**config.mk**
```make
export PLATFORM = sky130hd
export DESIGN_NAME = wcoc_ctrl
export DESIGN_NICKNAME = d
export VERILOG_FILES = /design/src/shared/wcoc_pkg.sv /design/src/design/wcoc_ctrl.sv /design/src/design/wcoc_magic_detect.sv
export SDC_FILE = /design/constraint.sdc
export NUM_CORES = 1
export LEC_CHECK = 0
export ABC_AREA = 0
export BUFFER_PORTS_ARGS = -buffer_cell sky130_fd_sc_hd__buf_2
export CORE_AREA = 2 2 256 308
export CTS_CLUSTER_DIAMETER = 80
export DETAILED_ROUTE_END_ITERATION = 16
export DIE_AREA = 0 0 258 310
export HOLD_SLACK_MARGIN = 0.02
export PLACE_DENSITY_LB_ADDON = 0.1
export SLEW_MARGIN = 0
export SYNTH_ARGS = -nofsm -noshare
export SYNTH_HDL_FRONTEND = slang
export SYNTH_HIERARCHICAL = 1
export SYNTH_SLANG_ARGS = --single-unit
```
**constraint.sdc**
```tcl
create_clock -name clock -period 2.4 [get_ports clock]
set_input_delay 0.48 -clock clock [delete_from_list [all_inputs] [get_ports clock]]
set_output_delay 0.48 -clock clock [all_outputs]
set_load 0.05 [all_outputs]
```
**src/shared/wcoc_pkg.sv**
```systemverilog
/*
 wcoc_pkg: register indices, field positions, reset values and frame
 constants for the wake and checksum offload control block.
 assumes byte addressing on the register port, one 32-bit word per index.
*/
`default_nettype none
package wcoc_pkg;
    // register indices; byte address is four times the index
    localparam logic [5:0] IDX_PHY_ACC = 6'h06;
    localparam logic [5:0] IDX_PHY_DATA = 6'h07;
    localparam logic [5:0] IDX_WAKE_FILTER = 6'h0b;
    localparam logic [5:0] IDX_WAKE_CTRL = 6'h0c;
    localparam logic [5:0] IDX_CSUM_CTRL = 6'h0d;
    localparam logic [5:0] IDX_IRQ_STATUS = 6'h10;
    localparam logic [5:0] IDX_IRQ_CLEAR = 6'h11;
    localparam logic [5:0] IDX_IRQ_ENABLE = 6'h12;
    // wake_control_status fields
    localparam int WCS_GUE = 9;
    localparam int WCS_WAKE_FRAME_RECEIVED = 6;
    localparam int WCS_MPR = 5;
    localparam int WCS_WAKE_FRAME_DETECT_EN = 2;
    localparam int WCS_MAGIC_PACKET_WAKE_EN = 1;
    localparam logic [31:0] WCS_RESET = 32'h0000_0000;
    // checksum_offload_control fields
    localparam int CSC_TX_EN = 16;
    localparam int CSC_RX_MODE = 1;
    localparam int CSC_RX_EN = 0;
    localparam logic [31:0] CSC_RESET = 32'h0000_0000;
    // interrupt status, clear and enable layout
    localparam int IRQ_WAKE_FRAME = 0;
    localparam int IRQ_MAGIC = 1;
    localparam int IRQ_UNICAST = 2;
    localparam int IRQ_W = 3;
    // phy_mgmt_access_reg fields
    localparam int PACC_IDX_LSB = 6;
    localparam int PACC_WRITE = 1;
    // phy register indices and defaults
    localparam logic [4:0] PHY_BCR = 5'd0;
    localparam logic [4:0] PHY_BSR = 5'd1;
    localparam logic [4:0] PHY_ID1 = 5'd2;
    localparam logic [4:0] PHY_ID2 = 5'd3;
    localparam logic [4:0] PHY_ANAR = 5'd4;
    localparam logic [4:0] PHY_ANEXP = 5'd6;
    localparam logic [4:0] PHY_MODE = 5'd17;
    localparam logic [4:0] PHY_SMODES = 5'd18;
    localparam logic [4:0] PHY_SIND = 5'd27;
    localparam logic [4:0] PHY_ISRC = 5'd29;
    localparam logic [4:0] PHY_IMASK = 5'd30;
    localparam logic [4:0] PHY_SCSR = 5'd31;
    localparam int PHY_BCR_RST = 15;
    localparam logic [15:0] PHY_BCR_DEF = 16'h1000;
    localparam logic [15:0] PHY_BSR_DEF = 16'h7809;
    // frame layout
    localparam logic [5:0] ETH_HDR_LEN = 6'h0e;
    localparam logic [5:0] VLAN_TAG_LEN = 6'h04;
    localparam logic [5:0] SNAP_LEN = 6'h08;
    localparam int FILTER_WORDS = 8;
    localparam int MAGIC_SYNC = 6;
    localparam int MAGIC_REPS = 16;
    localparam int MAC_BYTES = 6;
endpackage : wcoc_pkg
`default_nettype wire

```
**src/design/wcoc_ctrl.sv**
```systemverilog
/*
 wcoc_ctrl: wake-up and checksum offload control registers, wake filter
 load port, indexed phy register access and the wake interrupt.
 assumes a single-cycle register master and a receive path that marks
 frames with sof/eof and reports filter hits as one-cycle pulses.
*/
// Added by the designer: strobed register access.
`default_nettype none
module wcoc_ctrl
    import wcoc_pkg::*;
#(
    parameter logic [15:0] PHY_ID1_VAL = 16'h1234, // arbitrary value
    parameter logic [15:0] PHY_ID2_VAL = 16'h5678 // arbitrary value
) (
    // clock and reset
    input wire logic clock,
    input wire logic rst_b,
    // register port
    input wire logic [7:0] addr,
    input wire logic [31:0] wdata,
    input wire logic wr,
    input wire logic rd,
    output logic [31:0] rdata,
    // receive path
    input wire logic rx_byte_valid,
    input wire logic rx_sof,
    input wire logic [7:0] rx_byte,
    input wire logic rx_eof,
    input wire logic rx_good,
    input wire logic wake_frame_hit,
    input wire logic [47:0] mac_addr,
    input wire logic [1:0] rx_vlan_tags,
    input wire logic rx_snap,
    input wire logic power_save,
    // controls and events
    output logic wake_request,
    output logic tx_csum_engine_en,
    output logic rx_csum_engine_en,
    output logic rx_csum_start_mode,
    output logic [5:0] rx_csum_start_offset,
    output logic [32*FILTER_WORDS-1:0] wake_filter_words,
    output logic phy_soft_reset,
    output logic irq
);
    logic global_unicast_wake_en, wake_frame_detect_en, magic_packet_wake_en;
    logic wake_frame_received, magic_packet_received;
    logic [IRQ_W-1:0] irq_status, irq_enable, irq_events;
    logic [2:0] filt_ptr;
    logic [15:0] phy_mem [32];
    logic [15:0] phy_data;
    logic [4:0] phy_idx;
    logic unicast_dest, mp_found;
    logic wf_evt, mp_evt, gu_evt, wsel_ok;
    logic w_filt, w_wake, w_csum, w_acc, w_data, w_iclr, w_ien, phy_rst_go;
    logic [5:0] next_offset;
    logic [31:0] next_rdata;

    function automatic logic phy_valid(input logic [4:0] i);
        return i <= PHY_ANEXP || i == PHY_MODE || i == PHY_SMODES ||
            i == PHY_SIND || i >= PHY_ISRC;
    endfunction : phy_valid

    function automatic logic phy_writable(input logic [4:0] i);
        return i == PHY_BCR || i == PHY_ANAR || i == PHY_MODE ||
            i == PHY_SMODES || i == PHY_SIND || i == PHY_IMASK || i == PHY_SCSR;
    endfunction : phy_writable

    function automatic logic [15:0] phy_default(input logic [4:0] i);
        case (i)
            PHY_BCR: return PHY_BCR_DEF;
            PHY_BSR: return PHY_BSR_DEF;
            PHY_ID1: return PHY_ID1_VAL;
            PHY_ID2: return PHY_ID2_VAL;
            default: return 16'h0000;
        endcase
    endfunction : phy_default

    // word-aligned decode; misaligned or unmapped writes are dropped
    assign wsel_ok = wr && addr[1:0] == 2'h0;
    assign w_filt = wsel_ok && addr[7:2] == IDX_WAKE_FILTER;
    assign w_wake = wsel_ok && addr[7:2] == IDX_WAKE_CTRL;
    assign w_csum = wsel_ok && addr[7:2] == IDX_CSUM_CTRL;
    assign w_acc = wsel_ok && addr[7:2] == IDX_PHY_ACC;
    assign w_data = wsel_ok && addr[7:2] == IDX_PHY_DATA;
    assign w_iclr = wsel_ok && addr[7:2] == IDX_IRQ_CLEAR;
    assign w_ien = wsel_ok && addr[7:2] == IDX_IRQ_ENABLE;
    assign phy_idx = wdata[PACC_IDX_LSB +: 5];
    assign phy_rst_go = w_acc && wdata[PACC_WRITE] && phy_idx == PHY_BCR &&
        phy_data[PHY_BCR_RST];

    wcoc_magic_detect u_magic (
        .clock(clock),
        .rst_b(rst_b),
        .rx_byte_valid(rx_byte_valid),
        .rx_sof(rx_sof),
        .rx_byte(rx_byte),
        .rx_eof(rx_eof),
        .rx_good(rx_good),
        .mac_addr(mac_addr),
        .found(mp_found)
    );

    // destination bit 0 is the first bit of the first byte on the wire
    always_ff @(posedge clock or negedge rst_b) begin
        if (!rst_b) begin
            unicast_dest <= 1'b0;
        end else if (rx_byte_valid && rx_sof) begin
            unicast_dest <= !rx_byte[0];
        end
    end

    assign wf_evt = wake_frame_hit && wake_frame_detect_en;
    assign mp_evt = mp_found && magic_packet_wake_en;
    assign gu_evt = rx_byte_valid && rx_eof && rx_good && !rx_sof &&
        unicast_dest && global_unicast_wake_en;
    assign irq_events = {gu_evt, mp_evt, wf_evt};

    always_ff @(posedge clock or negedge rst_b) begin
        if (!rst_b) begin
            global_unicast_wake_en <= WCS_RESET[WCS_GUE];
            wake_frame_detect_en <= WCS_RESET[WCS_WAKE_FRAME_DETECT_EN];
            magic_packet_wake_en <= WCS_RESET[WCS_MAGIC_PACKET_WAKE_EN];
        end else if (w_wake) begin
            global_unicast_wake_en <= wdata[WCS_GUE];
            wake_frame_detect_en <= wdata[WCS_WAKE_FRAME_DETECT_EN];
            magic_packet_wake_en <= wdata[WCS_MAGIC_PACKET_WAKE_EN];
        end
    end

    // writing one to a flag clears it; a same-cycle event wins
    always_ff @(posedge clock or negedge rst_b) begin
        if (!rst_b) begin
            wake_frame_received <= WCS_RESET[WCS_WAKE_FRAME_RECEIVED];
            magic_packet_received <= WCS_RESET[WCS_MPR];
        end else begin
            if (wf_evt) begin
                wake_frame_received <= 1'b1;
            end else if (w_wake && wdata[WCS_WAKE_FRAME_RECEIVED]) begin
                wake_frame_received <= 1'b0;
            end
            if (mp_evt) begin
                magic_packet_received <= 1'b1;
            end else if (w_wake && wdata[WCS_MPR]) begin
                magic_packet_received <= 1'b0;
            end
        end
    end

    // only meaningful while the system sleeps
    always_ff @(posedge clock or negedge rst_b) begin
        if (!rst_b) begin
            wake_request <= 1'b0;
        end else begin
            wake_request <= power_save && (gu_evt || wf_evt || mp_evt);
        end
    end

    // no interlock against live traffic: software must idle the paths first
    always_ff @(posedge clock or negedge rst_b) begin
        if (!rst_b) begin
            tx_csum_engine_en <= CSC_RESET[CSC_TX_EN];
            rx_csum_start_mode <= CSC_RESET[CSC_RX_MODE];
            rx_csum_engine_en <= CSC_RESET[CSC_RX_EN];
        end else if (w_csum) begin
            tx_csum_engine_en <= wdata[CSC_TX_EN];
            rx_csum_start_mode <= wdata[CSC_RX_MODE];
            rx_csum_engine_en <= wdata[CSC_RX_EN];
        end
    end

    always_comb begin
        next_offset = ETH_HDR_LEN;
        if (rx_csum_start_mode) begin
            next_offset = ETH_HDR_LEN + VLAN_TAG_LEN * {4'h0, rx_vlan_tags} +
                (rx_snap ? SNAP_LEN : 6'h00);
        end
    end

    always_ff @(posedge clock or negedge rst_b) begin
        if (!rst_b) begin
            rx_csum_start_offset <= ETH_HDR_LEN;
        end else begin
            rx_csum_start_offset <= next_offset;
        end
    end

    always_ff @(posedge clock or negedge rst_b) begin
        if (!rst_b) begin
            filt_ptr <= 3'h0;
            wake_filter_words <= '0;
        end else if (w_filt) begin
            wake_filter_words[32 * filt_ptr +: 32] <= wdata;
            filt_ptr <= filt_ptr + 3'h1;
        end
    end

    // access completes in one cycle, so the busy bit always reads zero
    always_ff @(posedge clock or negedge rst_b) begin
        if (!rst_b) begin
            for (int i = 0; i < 32; i++) begin
                phy_mem[i] <= phy_default(5'(i));
            end
            phy_data <= 16'h0000;
        end else if (phy_rst_go) begin
            for (int i = 0; i < 32; i++) begin
                if (5'(i) != PHY_MODE && 5'(i) != PHY_SMODES) begin
                    phy_mem[i] <= phy_default(5'(i));
                end
            end
        end else if (w_acc) begin
            if (wdata[PACC_WRITE]) begin
                if (phy_writable(phy_idx)) begin
                    phy_mem[phy_idx] <= phy_data;
                end
            end else begin
                phy_data <= phy_valid(phy_idx) ? phy_mem[phy_idx] : 16'h0000;
            end
        end else if (w_data) begin
            phy_data <= wdata[15:0];
        end
    end

    always_ff @(posedge clock or negedge rst_b) begin
        if (!rst_b) begin
            phy_soft_reset <= 1'b0;
        end else begin
            phy_soft_reset <= phy_rst_go;
        end
    end

    always_ff @(posedge clock or negedge rst_b) begin
        if (!rst_b) begin
            irq_status <= '0;
            irq_enable <= '0;
        end else begin
            irq_status <= irq_events | (irq_status & ~(w_iclr ? wdata[IRQ_W-1:0] : '0));
            if (w_ien) begin
                irq_enable <= wdata[IRQ_W-1:0];
            end
        end
    end

    always_ff @(posedge clock or negedge rst_b) begin
        if (!rst_b) begin
            irq <= 1'b0;
        end else begin
            irq <= |(irq_status & irq_enable);
        end
    end

    always_comb begin
        next_rdata = 32'h0000_0000;
        if (rd && addr[1:0] == 2'h0) begin
            case (addr[7:2])
                IDX_WAKE_CTRL: begin
                    next_rdata[WCS_GUE] = global_unicast_wake_en;
                    next_rdata[WCS_WAKE_FRAME_RECEIVED] = wake_frame_received;
                    next_rdata[WCS_MPR] = magic_packet_received;
                    next_rdata[WCS_WAKE_FRAME_DETECT_EN] = wake_frame_detect_en;
                    next_rdata[WCS_MAGIC_PACKET_WAKE_EN] = magic_packet_wake_en;
                end
                IDX_CSUM_CTRL: begin
                    next_rdata[CSC_TX_EN] = tx_csum_engine_en;
                    next_rdata[CSC_RX_MODE] = rx_csum_start_mode;
                    next_rdata[CSC_RX_EN] = rx_csum_engine_en;
                end
                IDX_PHY_DATA: next_rdata[15:0] = phy_data;
                IDX_IRQ_STATUS: next_rdata[IRQ_W-1:0] = irq_status;
                IDX_IRQ_ENABLE: next_rdata[IRQ_W-1:0] = irq_enable;
                default: next_rdata = 32'h0000_0000;
            endcase
        end
    end

    always_ff @(posedge clock or negedge rst_b) begin
        if (!rst_b) begin
            rdata <= 32'h0000_0000;
        end else begin
            rdata <= next_rdata;
        end
    end
endmodule : wcoc_ctrl
`default_nettype wire

```
**src/design/wcoc_magic_detect.sv**
```systemverilog
/*
 wcoc_magic_detect: magic packet recogniser on the receive byte stream.
 assumes the first byte of a frame comes with rx_sof and the last with
 rx_eof, rx_good qualifying the frame at rx_eof.
*/
`default_nettype none
module wcoc_magic_detect
    import wcoc_pkg::*;
(
    // clock and reset
    input wire logic clock,
    input wire logic rst_b,
    // receive stream
    input wire logic rx_byte_valid,
    input wire logic rx_sof,
    input wire logic [7:0] rx_byte,
    input wire logic rx_eof,
    input wire logic rx_good,
    input wire logic [47:0] mac_addr,
    // one-cycle pulse after a good frame holding a magic pattern
    output logic found
);
    logic [2:0] sync_cnt;
    logic [2:0] pos;
    logic [4:0] reps;
    logic hunting;
    logic seen;
    logic [7:0] want;
    logic is_ff;
    logic done_now;

    assign want = mac_addr[8 * pos +: 8];
    assign is_ff = (rx_byte == 8'hff);
    // the last address copy may sit on the eof byte itself, before seen can rise
    assign done_now = hunting && !rx_sof && rx_byte == want &&
        pos == 3'(MAC_BYTES - 1) && reps == 5'(MAGIC_REPS - 1);

    // a mismatch inside the address run falls back to sync hunting
    always_ff @(posedge clock or negedge rst_b) begin
        if (!rst_b) begin
            sync_cnt <= 3'h0;
            pos <= 3'h0;
            reps <= 5'h00;
            hunting <= 1'b0;
            seen <= 1'b0;
        end else if (rx_byte_valid) begin
            if (rx_sof) begin
                seen <= 1'b0;
            end
            if (hunting && rx_byte == want && !(rx_sof)) begin
                if (pos == 3'(MAC_BYTES - 1)) begin
                    pos <= 3'h0;
                    reps <= reps + 5'h01;
                    if (reps == 5'(MAGIC_REPS - 1)) begin
                        seen <= 1'b1;
                        hunting <= 1'b0;
                        sync_cnt <= 3'h0;
                    end
                end else begin
                    pos <= pos + 3'h1;
                end
            end else if (!rx_sof && sync_cnt == 3'(MAGIC_SYNC) &&
                         rx_byte == mac_addr[7:0] && !is_ff) begin
                hunting <= 1'b1;
                pos <= 3'h1;
                reps <= 5'h00;
            end else begin
                hunting <= 1'b0;
                if (is_ff) begin
                    sync_cnt <= (sync_cnt == 3'(MAGIC_SYNC) || rx_sof) ?
                        (rx_sof ? 3'h1 : sync_cnt) : sync_cnt + 3'h1;
                end else begin
                    sync_cnt <= 3'h0;
                end
            end
        end
    end

    always_ff @(posedge clock or negedge rst_b) begin
        if (!rst_b) begin
            found <= 1'b0;
        end else begin
            found <= rx_byte_valid && rx_eof && rx_good && (seen || done_now);
        end
    end
endmodule : wcoc_magic_detect
`default_nettype wire

```
## After elaboration in Yosys (flattened, before gate mapping)

Cells that the tools add are included.

| operators by class | value |
|---|---|
| equality and inequality tests | 25 |
| bitwise gates (word level) | 6 |
| muxes and demuxes | 54 |
| shifts and indexed selects | 3 |
| magnitude comparators | 4 |
| add/sub/neg operators | 7 |
| reductions and logical operators | 68 |

Operators with widths:

| kind | number |
|---|---|
| 512-bit 2-to-1 mux | 3 |
| 512-bit bitwise mux | 1 |
| 272-bit 2-to-1 mux | 1 |
| 256-bit bitwise mux | 1 |
| 32-bit by 34-bit variable shift with 256-bit output, first input constant | 1 |
| 32-bit by 34-bit indexed part select with 256-bit output | 1 |
| 208-bit 2-to-1 mux | 1 |
| 16-bit 2-to-1 mux | 7 |
| 16-bit binary-select mux with 5-bit select | 1 |
| 16-bit demux with 5-bit select | 1 |
| 48-bit by 7-bit indexed part select with 8-bit output | 1 |
| 1-bit logical AND | 34 |
| 8-bit negation with 34-bit output | 1 |
| 3-bit 2-to-1 mux | 11 |
| 5-bit equality test, second input constant | 5 |
| 6-bit by 4-bit equality test with 1-bit output, second input constant | 3 |
| 6-bit by 5-bit equality test with 1-bit output, second input constant | 3 |
| 17-bit 2-to-1 mux | 1 |
| 8-bit equality test | 2 |
| 5-bit 2-to-1 mux | 3 |
| 1-bit logical OR | 14 |
| 2-bit nonzero test | 7 |
| 1-bit 2-to-1 mux | 13 |
| 6-bit by 3-bit equality test with 1-bit output, second input constant | 2 |
| 35 further kinds | 49 |

| word-level totals | value |
|---|---|
| bits of input ports | 109 |
| output and inout bits | 300 |
| register bits after elaboration | 842 |
| logic and storage cells | 224 |

## Longest topological paths before layout

| logic depth | value |
|---|---|
| word-level depth | 11 |
| mapped depth | 11 |
| gate-level depth less buffers | 9 |

## Modules after synthesis

The synthesis kept the hierarchy.

Modules (own cells, without submodules):

| module | cells an instance | times used | sequential area each (µm²) | area an instance (µm²) |
|---|---|---|---|---|
| wcoc_ctrl | 2773 | 1 | 19796.5 | 32703.9 |
| wcoc_magic_detect | 196 | 1 | 350.3 | 1684.1 |

## Least setup slack after synthesis

No wires, ideal clock.

| timing | value |
|---|---|
| path kind | reg2reg |
| start point | register u_magic.pos[0] |
| end point | register u_magic.pos[1] |
| arrival | 2.456 ns |
| stages on the path, launching flop included | 10 |
| setup slack | -0.177 ns |
| period minus slack after synthesis | 2.577 ns |
| data required time | 2.279 ns |
| cell sequence | dfrtp_1 > buf_6 > mux4_2 > a22oi_2 > xor2_1 > o211ai_1 > or4_1 > buf_2 > a21o_4 > a22o_1 |

| on the way | value |
|---|---|
| word-level cells in the longest chain between the ends | 6 |

RTL lines:

| item | RTL line | text |
|---|---|---|
| start, declared | wcoc_magic_detect.sv:24 | `logic [2:0] pos;` |
| start signal, assigned | wcoc_magic_detect.sv:60 | `pos <= pos + 3'h1;` |
| 48-bit by 7-bit indexed part select with 8-bit output | wcoc_magic_detect.sv:32 | `assign want = mac_addr[8 * pos +: 8];` |
| 8-bit equality test | wcoc_magic_detect.sv:50 | `if (hunting && rx_byte == want && !(rx_sof)) begin` |
| 1-bit logical AND (2 in a row) | wcoc_magic_detect.sv:50 |  |
| 2-bit nonzero test (no line) | n/a |  |
| 2-bit AND reduction (no line) | n/a |  |

Parallel ways exist; a longest one is shown, timed or not.
A chain may end at the register's enable or synchronous reset.

## Worst setup path after layout

Ends and elaborated chain as after synthesis.

==> flow_summary.toml <==
[cells_and_area]
final_common_cell = "dfrtp_1"
fin_util_pct = 54.94
layout-drive-gt1-share_pct = 28.16
syn2layout_area_growth_pct = 23.37
fin_nets = 3591
layout_common_cells = "dfrtp_1 (782), buf_2 (389), and2_1 (354)"
fin_area_um2 = 42420

[placement]
gp_congestion = 0.8711
pre_cts_ws_ns = -0.3274
place_hpwl_um = 78330
io_buffers = 391
dpl_cell_area_um2 = 39370

[timing]
fin_hold_ws_ns = 0.06114
layout_min_cycle_time_ns = 2.684
worst_slack_ns = -0.2839
worstMarginPinSlew_ns = 1.308
finClkSkew_ns = 0.04005
max_freq_mhz = 372.6
hold_viol = 0
finalSetupViolations = 13
fin_crit_sh_pct = 111.8
rsz0062_at_grt = "true"
drv_slew = 0
slew_headroom_pct = 12.58

[clock_network]
clk_pin_slew_worst_paths_ns = 0.06
clockBufferDepth = 3
clk_latency_ns = 0.66
cts_root_buffer = "clkbuf_16"
numCtsBuffers = 84
cts_tree = "yes"
cts-htree-levels = 3
cts.sinks = 804

[logic_synthesis]
async_flop_share_pct = 100.0
synth_seq_area_share_pct = 58.59
syn_inst = 2969
yosys.area_share.simple_pct = 14.97
synthesis.area_um2 = 34390
syn_area_per_cell_um2 = 11.58
synth_compound_area_share_pct = 8.390
yosys_most_used_dff = "dfrtp_1"
muxShareOfSynthArea_pct = 12.72
synth_cell_types = 73
yosysWarnings = 6
synth_fa_ha_area_share_pct = 0.4730
synth-edff-count = 0
ys_seq_elements = 804
synth_top_family_by_area = "simple AND/OR/NAND/NOR gates"
synth_xor_area_share_pct = 0.4075

[floorplan]
die_area_um2 = 79980
die_h_um = 310
initial_utilization_pct = 44.54
coreArea_um2 = 77210
die_w_um = 258
num_rows = 112
io_pins = 409

[global_routing]
grt_max_degree = 90
grt_pass1_vias = 26320
antenna_found_initial = 13
grt.total_usage_pct = 28.06
grt_overflow = 0
grt_pass1_wl_um = 169200

[run_status]
violations = "setup timing"
status = "finished with violations"

[worst_setup_path]
crit_type = "flip-flop to flip-flop"
end_kind = "flip-flop"
path_max_fanout = 8
rr_worst_depth = 8
start_kind = "flip-flop"
crit_required_ns = 2.92
crit_arrival_ns = 3.20

[detailed_routing]
wire_per_inst_um = 24.35
vias_per_cell = 5.475
vias = 25030
first_iter_violations = 1733
drcViolationCount = 0
ant_nets = 0
finalWirelength_um = 111300
dr.pass1.iters = 5

[min_path]
hold_class = "primary input to flip-flop"
hold_depth = 2

[power_and_ir_drop]
power_density_nw_per_um2 = 691.8
p_leak_uw = 0.02106
peakVddDrop_mv = 0.5796

[run]
cap_viol_max_count = 0
[where the power goes]
group          internal (uW)  switching (uW)
logic                    615            1230
registers              13600             117
clock network           8060            5700
[through the flow]
step | power (uW) | setup TNS [ns] | instances
global placement | 15800 | -16.78 | 4406
global route | 30340 | -3.709 | 4570
CTS | 29630 | -2.056 | 4566
finish | 29350 | -2.594 | 4572
detailed placement | 15830 | -20.58 | 4406
floorplan | 14750 | -0.8999 | 2984
[cell type report]
cell class                      instances  area [um^2]
Clock buffer                          112         2401
Fill cell                            6602        34790
Clock inverter                         45        520.5
Multi-Input combinational cell       1827        13000
Tap cell                             1026         1284
Antenna cell                            6        15.01
Sequential cell                       804        20150
Timing Repair Buffer                  639         4631
Inverter                              113        424.2
[Yosys cell counts, types with 13 or more instances]
cell type,instances,share of area [%]
nand3_1,110,1.6
and3_1,17,0.31
o21ai_0,210,3.1
and2_1,354,6.4
mux2_2,128,4.2
clkbuf_1,147,1.6
buf_2,62,0.90
nand2_1,273,3.0
nand2b_1,42,0.76
ha_1,13,0.47
a22o_1,52,1.3
inv_1,112,1.2
nor2_1,31,0.34
dfrtp_1,782,57
buf_4,28,0.61
a22oi_1,69,1.5
a221oi_1,26,0.66
nand4_1,13,0.24
mux4_2,22,1.4
a21oi_1,31,0.45
dfstp_2,22,1.7
nor3_1,22,0.32
mux2i_1,239,7.0
nor3b_1,15,0.33
[final timing paths]
check,startpoint,endpoint,slack [ns]
max,u_magic/pos[0],u_magic/pos[1],-0.28
min in group asynchronous,rst_b,phy_mem[58],0.36
min reg2reg,phy_mem[430],phy_mem[430],0.48
min,power_save,wake_request,0.06
max in group asynchronous,rst_b,wake_filter_words[248],1.08
max reg2reg,u_magic/pos[0],u_magic/pos[1],-0.28
[registers in the layout, summed over array words and instances (netlist names), 4 cells and up]
| register | count |
|---|---|
| phy_data | 16 |
| rdata | 17 |
| u_magic/reps | 5 |
| rx_csum_start_offset | 4 |
| wake_filter_words | 256 |
| phy_mem | 476 |
[repair_timing]
action | 4_1_cts | 5_1_grt
hold buffers | 2 | 0
pin swaps | 5 | 4
endpoints found under the setup margin | 13 | 13
setup buffers | 1 | 0
hold endpoints to repair | 24 | 0
resized for setup | 5 | 11
[cells by family after synthesis]
kind of cell	Yosys count
buf+inv	353
xor+xnor	16
fa+ha+maj	13
simple gates	942
flops	804
mux	393
compound gates	446
other cells	2
[layer usage]
metal | global-route usage (%) | share of wire [%] | up-vias
met5 | 0 | 0.050 | -
met4 | 11.33 | 4.3 | 8
met3 | 7.698 | 7.6 | 244
met2 | 45.99 | 48 | 910
met1 | 35.31 | 41 | 12720
li1 | - | - | 11150
[worst max-delay path, cell delays in order, from the launching register on]
cell and delay (ns):
dfrtp_1 0.38, buf_6 0.14, mux4_2 0.51, a22oi_1 0.21, xor2_1 0.18, o211ai_1 0.21
or4_4 0.47, a21o_4 0.25, a22o_1 0.23
Note: power is estimated with default switching activity, not from simulation.
